--- src/verilog/afecfg_pkg.sv ---
// Purpose: shared constants and types of the signal path mode config bank
// Assumes: one 100 MHz clock, synchronous active-low reset
// Notes:   register offsets are word indices on the host register port
//
// Overview of operation
// - slot A connection codes select path routing
// - slot B connection codes select path routing
// - control bit 9 selects buffer gain
// - bit 7 makes integrator a buffer
// - global bit 7 gates integrator buffer option
// - bits 5:4 select amplifier bias reference
// - pulse connect pulses photodiode, not LED
// - TRANSIMPEDANCE_STAGE ADC samples four channels 1us apart
// - slots are configured independently
`default_nettype none

package afecfg_pkg;

  // ---------------------------------------------------------------
  // register port geometry
  // ---------------------------------------------------------------
  localparam int ADDR_W = 8;              // word index width
  localparam int DATA_W = 16;             // register width

  // ---------------------------------------------------------------
  // register offsets
  // ---------------------------------------------------------------
  localparam logic [7:0] OFS_LED_SELECT        = 8'h14;
  localparam logic [7:0] OFS_SLOT_A_PATH_CTRL  = 8'h42;
  localparam logic [7:0] OFS_SLOT_A_PATH_CONN  = 8'h43;
  localparam logic [7:0] OFS_SLOT_B_PATH_CTRL  = 8'h44;
  localparam logic [7:0] OFS_SLOT_B_PATH_CONN  = 8'h45;
  localparam logic [7:0] OFS_BUF_GLOBAL_EN     = 8'h58;

  // ---------------------------------------------------------------
  // field positions
  // ---------------------------------------------------------------
  localparam int SETUP_LSB    = 10;       // integrator setup [15:10]
  localparam int SETUP_W      = 6;
  localparam int GAIN_BIT     = 9;        // buffer gain select
  localparam int INTBUF_BIT   = 7;        // integrator as buffer
  localparam int BIAS_LSB     = 4;        // bias reference [5:4]
  localparam int BIAS_W       = 2;
  localparam int GLOBAL_BIT   = 7;        // global buffer enable
  localparam int LED_A_LSB    = 0;        // slot A LED select [1:0]
  localparam int LED_B_LSB    = 2;        // slot B LED select [3:2]
  localparam int LED_W        = 2;

  // ---------------------------------------------------------------
  // connection codes
  // ---------------------------------------------------------------
  localparam logic [15:0] CONN_NORMAL      = 16'hada5;
  localparam logic [15:0] CONN_BPF_BYPASS  = 16'hae65;
  localparam logic [15:0] CONN_FULL_BYPASS = 16'hb065;

  // ---------------------------------------------------------------
  // reset values (normal pulsed mode)
  // ---------------------------------------------------------------
  localparam logic [15:0] RST_PATH_CTRL  = 16'h1c00;
  localparam logic [15:0] RST_PATH_CONN  = 16'hada5;
  localparam logic [15:0] RST_GLOBAL     = 16'h0000;
  localparam logic [15:0] RST_LED_SELECT = 16'h0005;
  localparam logic [15:0] RD_UNMAPPED    = 16'h0000;

  // ---------------------------------------------------------------
  // timing
  // ---------------------------------------------------------------
  localparam int CLK_PERIOD_NS  = 10;
  localparam int CH_SPACING_NS  = 1000;   // gap between channel samples
  localparam int CH_SPACING_CYC =
    (CH_SPACING_NS + CLK_PERIOD_NS - 1) / CLK_PERIOD_NS;
  localparam int NUM_CH         = 4;
  localparam logic [1:0] LAST_CH = 2'h3;

  // ---------------------------------------------------------------
  // types
  // ---------------------------------------------------------------
  // routing of the receive path
  typedef enum logic [2:0] {
    PATH_NORMAL,
    PATH_BPF_BYPASS,
    PATH_FULL_BYPASS,
    PATH_PULSE_CONNECT,
    PATH_UNDEFINED
  } afecfg_path_t;

  // decoded per-slot settings handed to the analog path
  typedef struct packed {
    afecfg_path_t       path;
    logic [SETUP_W-1:0] integrator_setup;
    logic               buffer_gain_sel;     // 1: gain 0.7
    logic               integrator_buffer;   // effective, gated
    logic [BIAS_W-1:0]  bias_reference;
    logic               tia_adc_mode;
    logic               setup_fault;         // filter bypass without gated buffer
  } afecfg_slot_cfg_t;

  // one host register access
  typedef struct packed {
    logic              wr_en;
    logic              rd_en;
    logic [ADDR_W-1:0] addr;
    logic [DATA_W-1:0] wdata;
  } afecfg_reg_req_t;

endpackage

`default_nettype wire

--- src/verilog/afecfg_bank.sv ---
// Purpose: per-slot signal path configuration register bank
// Assumes: host register port and pulse inputs are on ref_clk
// Notes:   decoded settings are registered one cycle after a write
`default_nettype none

module afecfg_bank (
  // clock and reset
  input  wire logic                         ref_clk,
  input  wire logic                         reset_n,
  // host register port
  input  wire afecfg_pkg::afecfg_reg_req_t  reg_req,
  output logic [afecfg_pkg::DATA_W-1:0]     reg_rdata,
  output logic                              reg_rvalid,
  // timing pulses from the slot sequencer
  input  wire logic                         led_pulse_a,
  input  wire logic                         led_pulse_b,
  input  wire logic                         conv_start_a,
  input  wire logic                         conv_start_b,
  // decoded slot settings
  output afecfg_pkg::afecfg_slot_cfg_t      slot_a_cfg,
  output afecfg_pkg::afecfg_slot_cfg_t      slot_b_cfg,
  // receive path switches
  output logic                              pd_connect_a,
  output logic                              pd_connect_b,
  output logic                              led_drive_a,
  output logic                              led_drive_b,
  // channel sampling
  output logic                              sample_stb,
  output logic [1:0]                        sample_chan,
  output logic                              sample_slot_b
);
  import afecfg_pkg::*;

  // ---------------------------------------------------------------
  // storage
  // ---------------------------------------------------------------
  logic [15:0] ctrl_a_ff, nxt_ctrl_a;     // slot A path control
  logic [15:0] conn_a_ff, nxt_conn_a;     // slot A path connection
  logic [15:0] ctrl_b_ff, nxt_ctrl_b;     // slot B path control
  logic [15:0] conn_b_ff, nxt_conn_b;     // slot B path connection
  logic [15:0] glob_ff,   nxt_glob;       // global buffer enable
  logic [15:0] led_ff,    nxt_led;        // LED select
  logic [15:0] rdata_ff,  nxt_rdata;      // read answer
  logic        rvalid_ff, nxt_rvalid;

  afecfg_slot_cfg_t cfg_a_ff, nxt_cfg_a;  // decoded slot A
  afecfg_slot_cfg_t cfg_b_ff, nxt_cfg_b;  // decoded slot B
  logic pdc_a_ff, nxt_pdc_a, pdc_b_ff, nxt_pdc_b;
  logic led_a_ff, nxt_led_a, led_b_ff, nxt_led_b;
  logic slot_b_ff, nxt_slot_b;            // slot of running sequence
  logic seq_busy;
  logic seq_start;

  // ---------------------------------------------------------------
  // decode of one slot
  // ---------------------------------------------------------------
  function automatic afecfg_slot_cfg_t decode_slot(
    input logic [15:0] ctrl,
    input logic [15:0] conn,
    input logic        glob_en,
    input logic [1:0]  led_sel
  );
    afecfg_slot_cfg_t c;
    c = '0;
    case (conn)
      CONN_NORMAL:      c.path = PATH_NORMAL;
      CONN_BPF_BYPASS:  c.path = PATH_BPF_BYPASS;
      CONN_FULL_BYPASS: c.path = PATH_FULL_BYPASS;
      default:          c.path = PATH_UNDEFINED;
    endcase
    // normal routing with no LED means the input is pulsed instead
    if (c.path == PATH_NORMAL && led_sel == 2'h0) begin
      c.path = PATH_PULSE_CONNECT;
    end
    c.integrator_setup  = ctrl[SETUP_LSB +: SETUP_W];
    c.buffer_gain_sel   = ctrl[GAIN_BIT];
    // the slot bit alone does nothing until the global bit is set
    c.integrator_buffer = ctrl[INTBUF_BIT] & glob_en;
    c.bias_reference    = ctrl[BIAS_LSB +: BIAS_W];
    c.tia_adc_mode      = (c.path == PATH_BPF_BYPASS) ||
                          (c.path == PATH_FULL_BYPASS);
    c.setup_fault       = (conn == CONN_BPF_BYPASS) &&
                          !c.integrator_buffer;
    return c;
  endfunction

  // ---------------------------------------------------------------
  // register writes; whole words are kept so untouched bits survive
  // ---------------------------------------------------------------
  always_comb begin
    nxt_ctrl_a = ctrl_a_ff;
    nxt_conn_a = conn_a_ff;
    nxt_ctrl_b = ctrl_b_ff;
    nxt_conn_b = conn_b_ff;
    nxt_glob   = glob_ff;
    nxt_led    = led_ff;
    if (reg_req.wr_en) begin
      case (reg_req.addr)
        OFS_SLOT_A_PATH_CTRL: nxt_ctrl_a = reg_req.wdata;
        OFS_SLOT_A_PATH_CONN: nxt_conn_a = reg_req.wdata;
        OFS_SLOT_B_PATH_CTRL: nxt_ctrl_b = reg_req.wdata;
        OFS_SLOT_B_PATH_CONN: nxt_conn_b = reg_req.wdata;
        OFS_BUF_GLOBAL_EN:    nxt_glob   = reg_req.wdata;
        OFS_LED_SELECT:       nxt_led    = reg_req.wdata;
        default: ;                           // unmapped: ignored
      endcase
    end
  end

  // ---------------------------------------------------------------
  // register reads, answered one cycle after rd_en
  // ---------------------------------------------------------------
  always_comb begin
    nxt_rvalid = reg_req.rd_en;
    nxt_rdata  = rdata_ff;
    if (reg_req.rd_en) begin
      case (reg_req.addr)
        OFS_SLOT_A_PATH_CTRL: nxt_rdata = ctrl_a_ff;
        OFS_SLOT_A_PATH_CONN: nxt_rdata = conn_a_ff;
        OFS_SLOT_B_PATH_CTRL: nxt_rdata = ctrl_b_ff;
        OFS_SLOT_B_PATH_CONN: nxt_rdata = conn_b_ff;
        OFS_BUF_GLOBAL_EN:    nxt_rdata = glob_ff;
        OFS_LED_SELECT:       nxt_rdata = led_ff;
        default:              nxt_rdata = RD_UNMAPPED;
      endcase
    end
  end

  // ---------------------------------------------------------------
  // decode and path switches
  // ---------------------------------------------------------------
  always_comb begin
    nxt_cfg_a = decode_slot(ctrl_a_ff, conn_a_ff, glob_ff[GLOBAL_BIT],
                            led_ff[LED_A_LSB +: LED_W]);
    nxt_cfg_b = decode_slot(ctrl_b_ff, conn_b_ff, glob_ff[GLOBAL_BIT],
                            led_ff[LED_B_LSB +: LED_W]);
    // pulse connect gates the input with the LED timing instead
    if (nxt_cfg_a.path == PATH_PULSE_CONNECT) begin
      nxt_pdc_a = led_pulse_a;
      nxt_led_a = 1'b0;
    end else begin
      nxt_pdc_a = 1'b1;
      nxt_led_a = led_pulse_a;
    end
    if (nxt_cfg_b.path == PATH_PULSE_CONNECT) begin
      nxt_pdc_b = led_pulse_b;
      nxt_led_b = 1'b0;
    end else begin
      nxt_pdc_b = 1'b1;
      nxt_led_b = led_pulse_b;
    end
  end

  // ---------------------------------------------------------------
  // channel sequence start; slot A wins a same-cycle request
  // ---------------------------------------------------------------
  always_comb begin
    nxt_slot_b = slot_b_ff;
    seq_start  = 1'b0;
    if (!seq_busy) begin
      if (conv_start_a && cfg_a_ff.tia_adc_mode) begin
        seq_start  = 1'b1;
        nxt_slot_b = 1'b0;
      end else if (conv_start_b && cfg_b_ff.tia_adc_mode) begin
        seq_start  = 1'b1;
        nxt_slot_b = 1'b1;
      end
    end
  end

  afecfg_chan_seq u_seq (
    .ref_clk     (ref_clk),
    .reset_n     (reset_n),
    .start       (seq_start),
    .sample_stb  (sample_stb),
    .sample_chan (sample_chan),
    .busy        (seq_busy)
  );

  // ---------------------------------------------------------------
  // registers
  // ---------------------------------------------------------------
  always_ff @(posedge ref_clk) begin
    if (!reset_n) begin
      ctrl_a_ff <= RST_PATH_CTRL;
      conn_a_ff <= RST_PATH_CONN;
      ctrl_b_ff <= RST_PATH_CTRL;
      conn_b_ff <= RST_PATH_CONN;
      glob_ff   <= RST_GLOBAL;
      led_ff    <= RST_LED_SELECT;
      rdata_ff  <= 16'h0000;
      rvalid_ff <= 1'b0;
      cfg_a_ff  <= '0;
      cfg_b_ff  <= '0;
      pdc_a_ff  <= 1'b1;
      pdc_b_ff  <= 1'b1;
      led_a_ff  <= 1'b0;
      led_b_ff  <= 1'b0;
      slot_b_ff <= 1'b0;
    end else begin
      ctrl_a_ff <= nxt_ctrl_a;
      conn_a_ff <= nxt_conn_a;
      ctrl_b_ff <= nxt_ctrl_b;
      conn_b_ff <= nxt_conn_b;
      glob_ff   <= nxt_glob;
      led_ff    <= nxt_led;
      rdata_ff  <= nxt_rdata;
      rvalid_ff <= nxt_rvalid;
      cfg_a_ff  <= nxt_cfg_a;
      cfg_b_ff  <= nxt_cfg_b;
      pdc_a_ff  <= nxt_pdc_a;
      pdc_b_ff  <= nxt_pdc_b;
      led_a_ff  <= nxt_led_a;
      led_b_ff  <= nxt_led_b;
      slot_b_ff <= nxt_slot_b;
    end
  end

  assign reg_rdata     = rdata_ff;
  assign reg_rvalid    = rvalid_ff;
  assign slot_a_cfg    = cfg_a_ff;
  assign slot_b_cfg    = cfg_b_ff;
  assign pd_connect_a  = pdc_a_ff;
  assign pd_connect_b  = pdc_b_ff;
  assign led_drive_a   = led_a_ff;
  assign led_drive_b   = led_b_ff;
  assign sample_slot_b = slot_b_ff;
endmodule

`default_nettype wire

--- src/verilog/afecfg_chan_seq.sv ---
// Purpose: steps the converter over four channels in TRANSIMPEDANCE_STAGE ADC mode
// Assumes: start is a one-cycle pulse from logic on ref_clk
// Notes:   a start while busy is ignored
`default_nettype none

module afecfg_chan_seq (
  // clock and reset
  input  wire logic       ref_clk,
  input  wire logic       reset_n,
  // control
  input  wire logic       start,
  // sample strobes
  output logic            sample_stb,
  output logic [1:0]      sample_chan,
  output logic            busy
);
  import afecfg_pkg::*;

  typedef enum logic {SEQ_IDLE, SEQ_RUN} afecfg_seq_state_t;

  afecfg_seq_state_t state_ff, nxt_state;   // sequencer state
  logic [7:0]        cnt_ff, nxt_cnt;       // cycles to next sample
  logic [1:0]        chan_ff, nxt_chan;     // channel of last sample
  logic              stb_ff, nxt_stb;       // sample strobe

  // ---------------------------------------------------------------
  // next state
  // ---------------------------------------------------------------
  always_comb begin
    nxt_state = state_ff;
    nxt_cnt   = cnt_ff;
    nxt_chan  = chan_ff;
    nxt_stb   = 1'b0;
    case (state_ff)
      SEQ_IDLE: begin
        if (start) begin                   // first channel at once
          nxt_state = SEQ_RUN;
          nxt_chan  = 2'h0;
          nxt_stb   = 1'b1;
          nxt_cnt   = 8'(CH_SPACING_CYC - 1);
        end
      end
      SEQ_RUN: begin
        if (cnt_ff != 8'h00) begin
          nxt_cnt = cnt_ff - 8'h01;
        end else if (chan_ff == LAST_CH) begin
          nxt_state = SEQ_IDLE;            // all four taken
        end else begin                     // next channel 1us on
          nxt_chan = chan_ff + 2'h1;
          nxt_stb  = 1'b1;
          nxt_cnt  = 8'(CH_SPACING_CYC - 1);
        end
      end
      default: nxt_state = SEQ_IDLE;
    endcase
  end

  // ---------------------------------------------------------------
  // registers
  // ---------------------------------------------------------------
  always_ff @(posedge ref_clk) begin
    if (!reset_n) begin
      state_ff <= SEQ_IDLE;
      cnt_ff   <= 8'h00;
      chan_ff  <= 2'h0;
      stb_ff   <= 1'b0;
    end else begin
      state_ff <= nxt_state;
      cnt_ff   <= nxt_cnt;
      chan_ff  <= nxt_chan;
      stb_ff   <= nxt_stb;
    end
  end

  assign sample_stb  = stb_ff;
  assign sample_chan = chan_ff;
  assign busy        = (state_ff == SEQ_RUN);
endmodule

`default_nettype wire

--- config.mk ---
export PLATFORM = sky130hd
export DESIGN_NAME = afecfg_bank
export DESIGN_NICKNAME = d
export VERILOG_FILES = /design/src/verilog/afecfg_pkg.sv /design/src/verilog/afecfg_bank.sv /design/src/verilog/afecfg_chan_seq.sv
export SDC_FILE = /design/constraint.sdc
export NUM_CORES = 1
export LEC_CHECK = 0
export BUFFER_PORTS_ARGS = -buffer_cell sky130_fd_sc_hd__buf_2
export CORE_MARGIN = 1
export CORE_UTILIZATION = 57
export DETAILED_ROUTE_END_ITERATION = 10
export HOLD_SLACK_MARGIN = 0.08
export PLACE_DENSITY = 0.79
export SYNTH_ARGS = -nofsm -noshare
export SYNTH_HDL_FRONTEND = slang
export SYNTH_SLANG_ARGS = --single-unit
--- constraint.sdc ---
create_clock -name ref_clk -period 2.8 [get_ports ref_clk]
set_input_delay 0.56 -clock ref_clk [delete_from_list [all_inputs] [get_ports ref_clk]]
set_output_delay 0.56 -clock ref_clk [all_outputs]
set_load 0.01 [all_outputs]
======== After elaboration in Yosys (flattened, before gate mapping) ========
Cells that the tools add are included.
Widths: inputs -> output; s select.
storage, ports and cells
  bits in registers ....................... 160
  RAM bits ................................ 0
  latch bits .............................. 0
  output and inout bits ................... 55
  word-level logic and storage cells ...... 113
  bits in read-only memories .............. 0
  memories kept ........................... 0
  input port bits ......................... 32
cells by class
  shift-type cells ........................ 0
  reductions and logical operators ........ 29
  equal/unequal tests ..................... 23
  $lt $le $gt $ge ......................... 0
  $add $sub $neg .......................... 2
  muxes and demuxes ....................... 24
  divide/modulo/power cells ............... 0
  multipliers ............................. 0
  bitwise operators ....................... 4
operator list
  kind                  count
  $eq 16x16->1 const B  6
  $pmux 16 s6           1
  $eq 8x7->1 const B    5
  $mux 8                3
  $reduce_and 2->1      10
  $pmux 3 s3            2
  $pmux 8 s2            1
  $eq 3x2->1 const B    4
  $mux 1                9
  $eq 8x5->1 const B    1
  $reduce_bool 8->1     1
  $sub 8x1->8 const B   1
  $eq 3x1->1 const B    2
  $logic_and 1x1->1     6
  $logic_not 3->1       2
  $mux 2                3
  $mux 3                2
  $ne 2x2->1 const B    3
  $logic_not 2->1       2
  $pmux 1 s2            2
  $pmux 2 s2            1
  $reduce_or 2->1       2
  $ne 3x3->1 const B    1
  $reduce_and 3->1      1
  7 further kinds       11

======== Depth between registers and ports, before layout ========
  depth after elaboration ................. 7
  depth in mapped cells ................... 8
  depth with buffers taken out ............ 8

======== Modules after synthesis ========
A second synthesis with hierarchy kept.
second synthesis, totals
  cell total of the unflattened synthesis .. 770
  area, all modules ....................... 6712.7 um^2
modules (own cells, without submodules)
  module           times used  cells each  sequential area each (um^2)  area an instance (um^2)
  afecfg_bank      1           697         2962.8                       6057.1
  afecfg_chan_seq  1           73          240.2                        655.6

======== Least setup slack after synthesis ========
No wires, ideal clock.
  path kind ............................... input port to flip-flop
  from .................................... input port reg_req[16] (netlist bit)
  to ...................................... register glob_ff[10]
  arrival time ............................ 2241 ps
  cell stages on the path ................. 7
  buffers on the path ..................... 3
  library setup time ...................... 128 ps
  setup slack ............................. 432 ps
  required time ........................... 2672 ps
  path through ............................ buf_6 or4b_4 buf_6 nor4_4 buf_6 mux2i_1 nor2_1
between the ends
  word-level cells in the longest chain between the ends .. 2
ends and longest elaborated chain
  element                            RTL line            source
  start: declaration                 afecfg_bank.sv:11   input wire afecfg_pkg::afecfg_reg_req_t reg_req,
  $eq 8x7->1                         afecfg_bank.sv:98   case (reg_req.addr)
  $reduce_and 2->1 (no source line)  --
  end signal: assignment             afecfg_bank.sv:205  glob_ff <= nxt_glob;
  end: declaration                   afecfg_bank.sv:41   logic [15:0] glob_ff, nxt_glob;
No other way between the ends.
A chain may end at the register's enable or synchronous reset.

======== Final worst setup path ========
  from .................................... register conn_a_ff[6]
  to ...................................... register pdc_a_ff, in the netlist pd_connect_a
between the ends
  word-level cells in the longest chain between the ends .. 7
  elaborated cells on any way between the ends .. 9
  those cells by class .................... 4 x eq/ne; 2 x mux; 3 x reduce/logical
ends and longest elaborated chain
  element                              RTL line            source
  start: declaration                   afecfg_bank.sv:38   logic [15:0] conn_a_ff, nxt_conn_a;
  start signal: assignment             afecfg_bank.sv:202  conn_a_ff <= nxt_conn_a;
  $eq 16x16->1                         afecfg_bank.sv:65   case (conn)
  $pmux 3 s3 *                         afecfg_bank.sv:65
  $logic_not 3->1                      afecfg_bank.sv:72   if (c.path == PATH_NORMAL && led_sel == 2'h0) begin
  $logic_and 1x1->1                    afecfg_bank.sv:72
  $mux 3 *                             afecfg_bank.sv:72
  $eq 3x2->1 *                         afecfg_bank.sv:138  if (nxt_cfg_a.path == PATH_PULSE_CONNECT) begin
  $reduce_and 2->1 (no source line) *  --
  end signal: assignment               afecfg_bank.sv:211  pdc_a_ff <= nxt_pdc_a;
  end: declaration                     afecfg_bank.sv:48   logic pdc_a_ff, nxt_pdc_a, pdc_b_ff, nxt_pdc_b;
Every way passes the cells marked *; elsewhere a longest branch is shown, timed or not.

==> results_dict.tcl <==
set metrics [dict create \
    drt-total-wl_mm 17.6 \
    cts_tree "done" \
    critPathMaxFanout 5 \
    drt-initial-drc-count 464 \
    place_ws_ns 0.371 \
    slew_violations 0 \
    n_fill_cell 875 \
    min_period_over_period_pct 87.2 \
    tightest_slew_ns 1.01 \
    port_buffers 86 \
    clock_sinks 160 \
    yosysSeqAreaShare_pct 48.5 \
    crit_chain "or3b_2, nor4_1, nand3_1, ha_1, o31a_1, or4_1" \
    die_h_um 110 \
    cp_top_family "simple AND/OR/NAND/NOR gates" \
    hold_viol_final 0 \
    fin_skew_ns 0.00599 \
    cts_hold_buf 0 \
    netlist_area_mm2 0.00660 \
    period_needed_ns 2.44 \
    synth_compound_area_share_pct 14.5 \
    ios 87 \
    yosys-mux-area-fraction_pct 10.5 \
    synth-xor-area-share_pct 0.133 \
    die_area_mm2 0.0120 \
    worst_path_largest_cell_delay_ns 0.50 \
    worst-path-buf-inv 0 \
    htreeDepth 4 \
    die_x_um 110 \
    clock_path_buffers 2 \
    vias 5701 \
    post_drt_via_cell_ratio 6.12 \
    antenna_cells 0 \
    fmax_mhz 410 \
    setup_violations 0 \
    rsz0062_at_grt "false" \
    drive_above_1_share_pct 20.5 \
    cpMaxStageDelayCell "or4_1" \
    cts_root_buf "clkbuf_16" \
    drc 0 \
    yosysWarnings 0 \
    ys.flop_type "dfxtp_1" \
    tns_ns 0 \
    synth-edff-count 0 \
    place_hpwl_mm 11.6 \
    firstDrtPassIters 5 \
    max_cap_violations 0 \
    worstPathArrival_ns 2.75 \
    start_util_pct 59.6 \
    status "finished, final reports clean" \
    syn2layout_area_growth_pct 17.0 \
    crit_path_start_kind "flop" \
    grt_pass1_vias 5457 \
    antenna_found_initial 0 \
    syn_avg_cell_area_um2 9.43 \
    row_count 38 \
    required_ns 3.10 \
    overflow 0 \
    synth_seq_cells 160 \
    avgRoutedWirePerCell_um 18.9 \
    worst_slack_ns 0.358 \
    cts-resized-gates 0 \
    crit_type "flop to flop" \
    synth_fa_ha_area_share_pct 1.33 \
    vdd_drop_max_uv 453 \
    synthArstFlopShare_pct 0 \
    clk-insertion-delay-late_ns 0.43 \
    synth-simple-area-share_pct 21.1 \
    slew_headroom_pct 32.0 \
    cp-end-kind "flop" \
    synth_cell_types 64 \
    cts_made_buffers 17 \
    syn_inst 700 \
    nets 818 \
    whs_ns 0.338 \
    leakage_nw 3.36 \
    grt_max_degree 83 \
    path_clk_slew_ns 0.06 \
    coreArea_mm2 0.0111 \
    power.density_mw_per_mm2 601 \
    ant_nets 0 \
    post_cts_buffers 0 \
    grt_first_pass_wirelength_mm 27.7 \
    syn_nets 739 \
    grtUsageTotal_pct 30.8 \
    place.gp.congestion 0.912 \
    synth_top_family_by_area "simple AND/OR/NAND/NOR gates" \
    hp-class "input pin to flop" \
]
[synth_stat cells, types with 17 or more instances]
| library cell | n | area (um2) |
|---|---|---|
| o21ai_0 | 17 | 85.1 |
| nor2_1 | 68 | 255 |
| nand3_1 | 28 | 140 |
| dfxtp_1 | 160 | 3200 |
| a21oi_1 | 18 | 90.1 |
| a22oi_1 | 29 | 218 |
| a31oi_1 | 17 | 106 |
| mux2i_1 | 66 | 661 |
| and2_1 | 24 | 150 |
| clkbuf_1 | 33 | 124 |
| nand2_1 | 87 | 327 |
[metal layers]
layer  global-route usage, %  vias up  routed length, um
li1                        -     2677                  -
met2                    51.1      223               8360
met4                    14.7        0                493
met5                       0        -                  0
met3                    5.57       44               1120
met1                    38.8     2757               7600
[path summary, 6_finish.rpt]
check                            start                   endpoint  slack, ns  depth (start not counted)
max          conn_a_ff[6]$_SDFFE_PN0P_    pd_connect_a$_SDFF_PN1_       0.36                          6
min                        led_pulse_b    pd_connect_b$_SDFF_PN1_       0.34                          2
max reg2reg  conn_a_ff[6]$_SDFFE_PN0P_    pd_connect_a$_SDFF_PN1_       0.36                          6
min reg2reg  conn_a_ff[1]$_SDFFE_PN0P_  conn_a_ff[1]$_SDFFE_PN0P_       0.47                          2
[cell usage in the layout, fill, tap and decap left out, types with 6 or more instances in the layout]
cell       count
clkbuf_16     17
and2_1        24
and3_1         6
buf_4         20
a22oi_1       29
buf_2         86
nand2_1       87
mux2i_1       66
a21oi_1       18
o21ai_0       17
dfxtp_1      160
nand3_1       28
a22o_1        12
nand4_1        8
nor2_1        68
a31oi_1       17
inv_1         10
a2bb2oi_1     12
ha_1           7
[logic make-up after synthesis]
kind of cell               Yosys count
buffers and inverters               59
adders and majority gates            7
DFF                                160
AOI/OAI and AO/OA                  133
and+or+nand+nor                    271
muxes                               69
xor gates and xnor gates             1
[stage by stage]
step | cells | cell area [um2] | util [%] | power, mW
global placement | 900 | 7190 | 64.9 | 2.57
detailed placement | 900 | 7190 | 64.9 | 2.58
floorplan | 700 | 6600 | - | 2.47
CTS | 932 | 7720 | 69.7 | 4.65
global route | 932 | 7720 | 69.7 | 4.77
finish | 932 | 7720 | 69.7 | 4.64
[where the power goes]
group | internal (mW) | switching, mW | leakage (nW)
combinational | 0.0751 | 0.151 | 1.81
clock | 1.14 | 0.969 | 0.256
sequential | 2.30 | 0.0110 | 1.30
[layout make-up]
class,instances,area (um2),area share [%]
sequential,160,3200,41.5
multi-input combinational,481,3150,40.8
timing repair buffer,108,621,8.03
clock buffer,17,425,5.51
tap,140,175,2.27
clock inverter,15,111,1.44
inverter,11,41.3,0.534
[state kept, by name (all words and copies together), names as in the netlist, 2 cells and up]
signal             count
conn_a_ff             16
conn_b_ff             16
ctrl_a_ff             16
ctrl_b_ff             16
glob_ff               16
led_ff                16
reg_rdata             16
slot_a_cfg            15
slot_b_cfg            15
u_seq.cnt_ff           8
u_seq.sample_chan      2
Note: power is estimated with default switching activity, not from simulation.
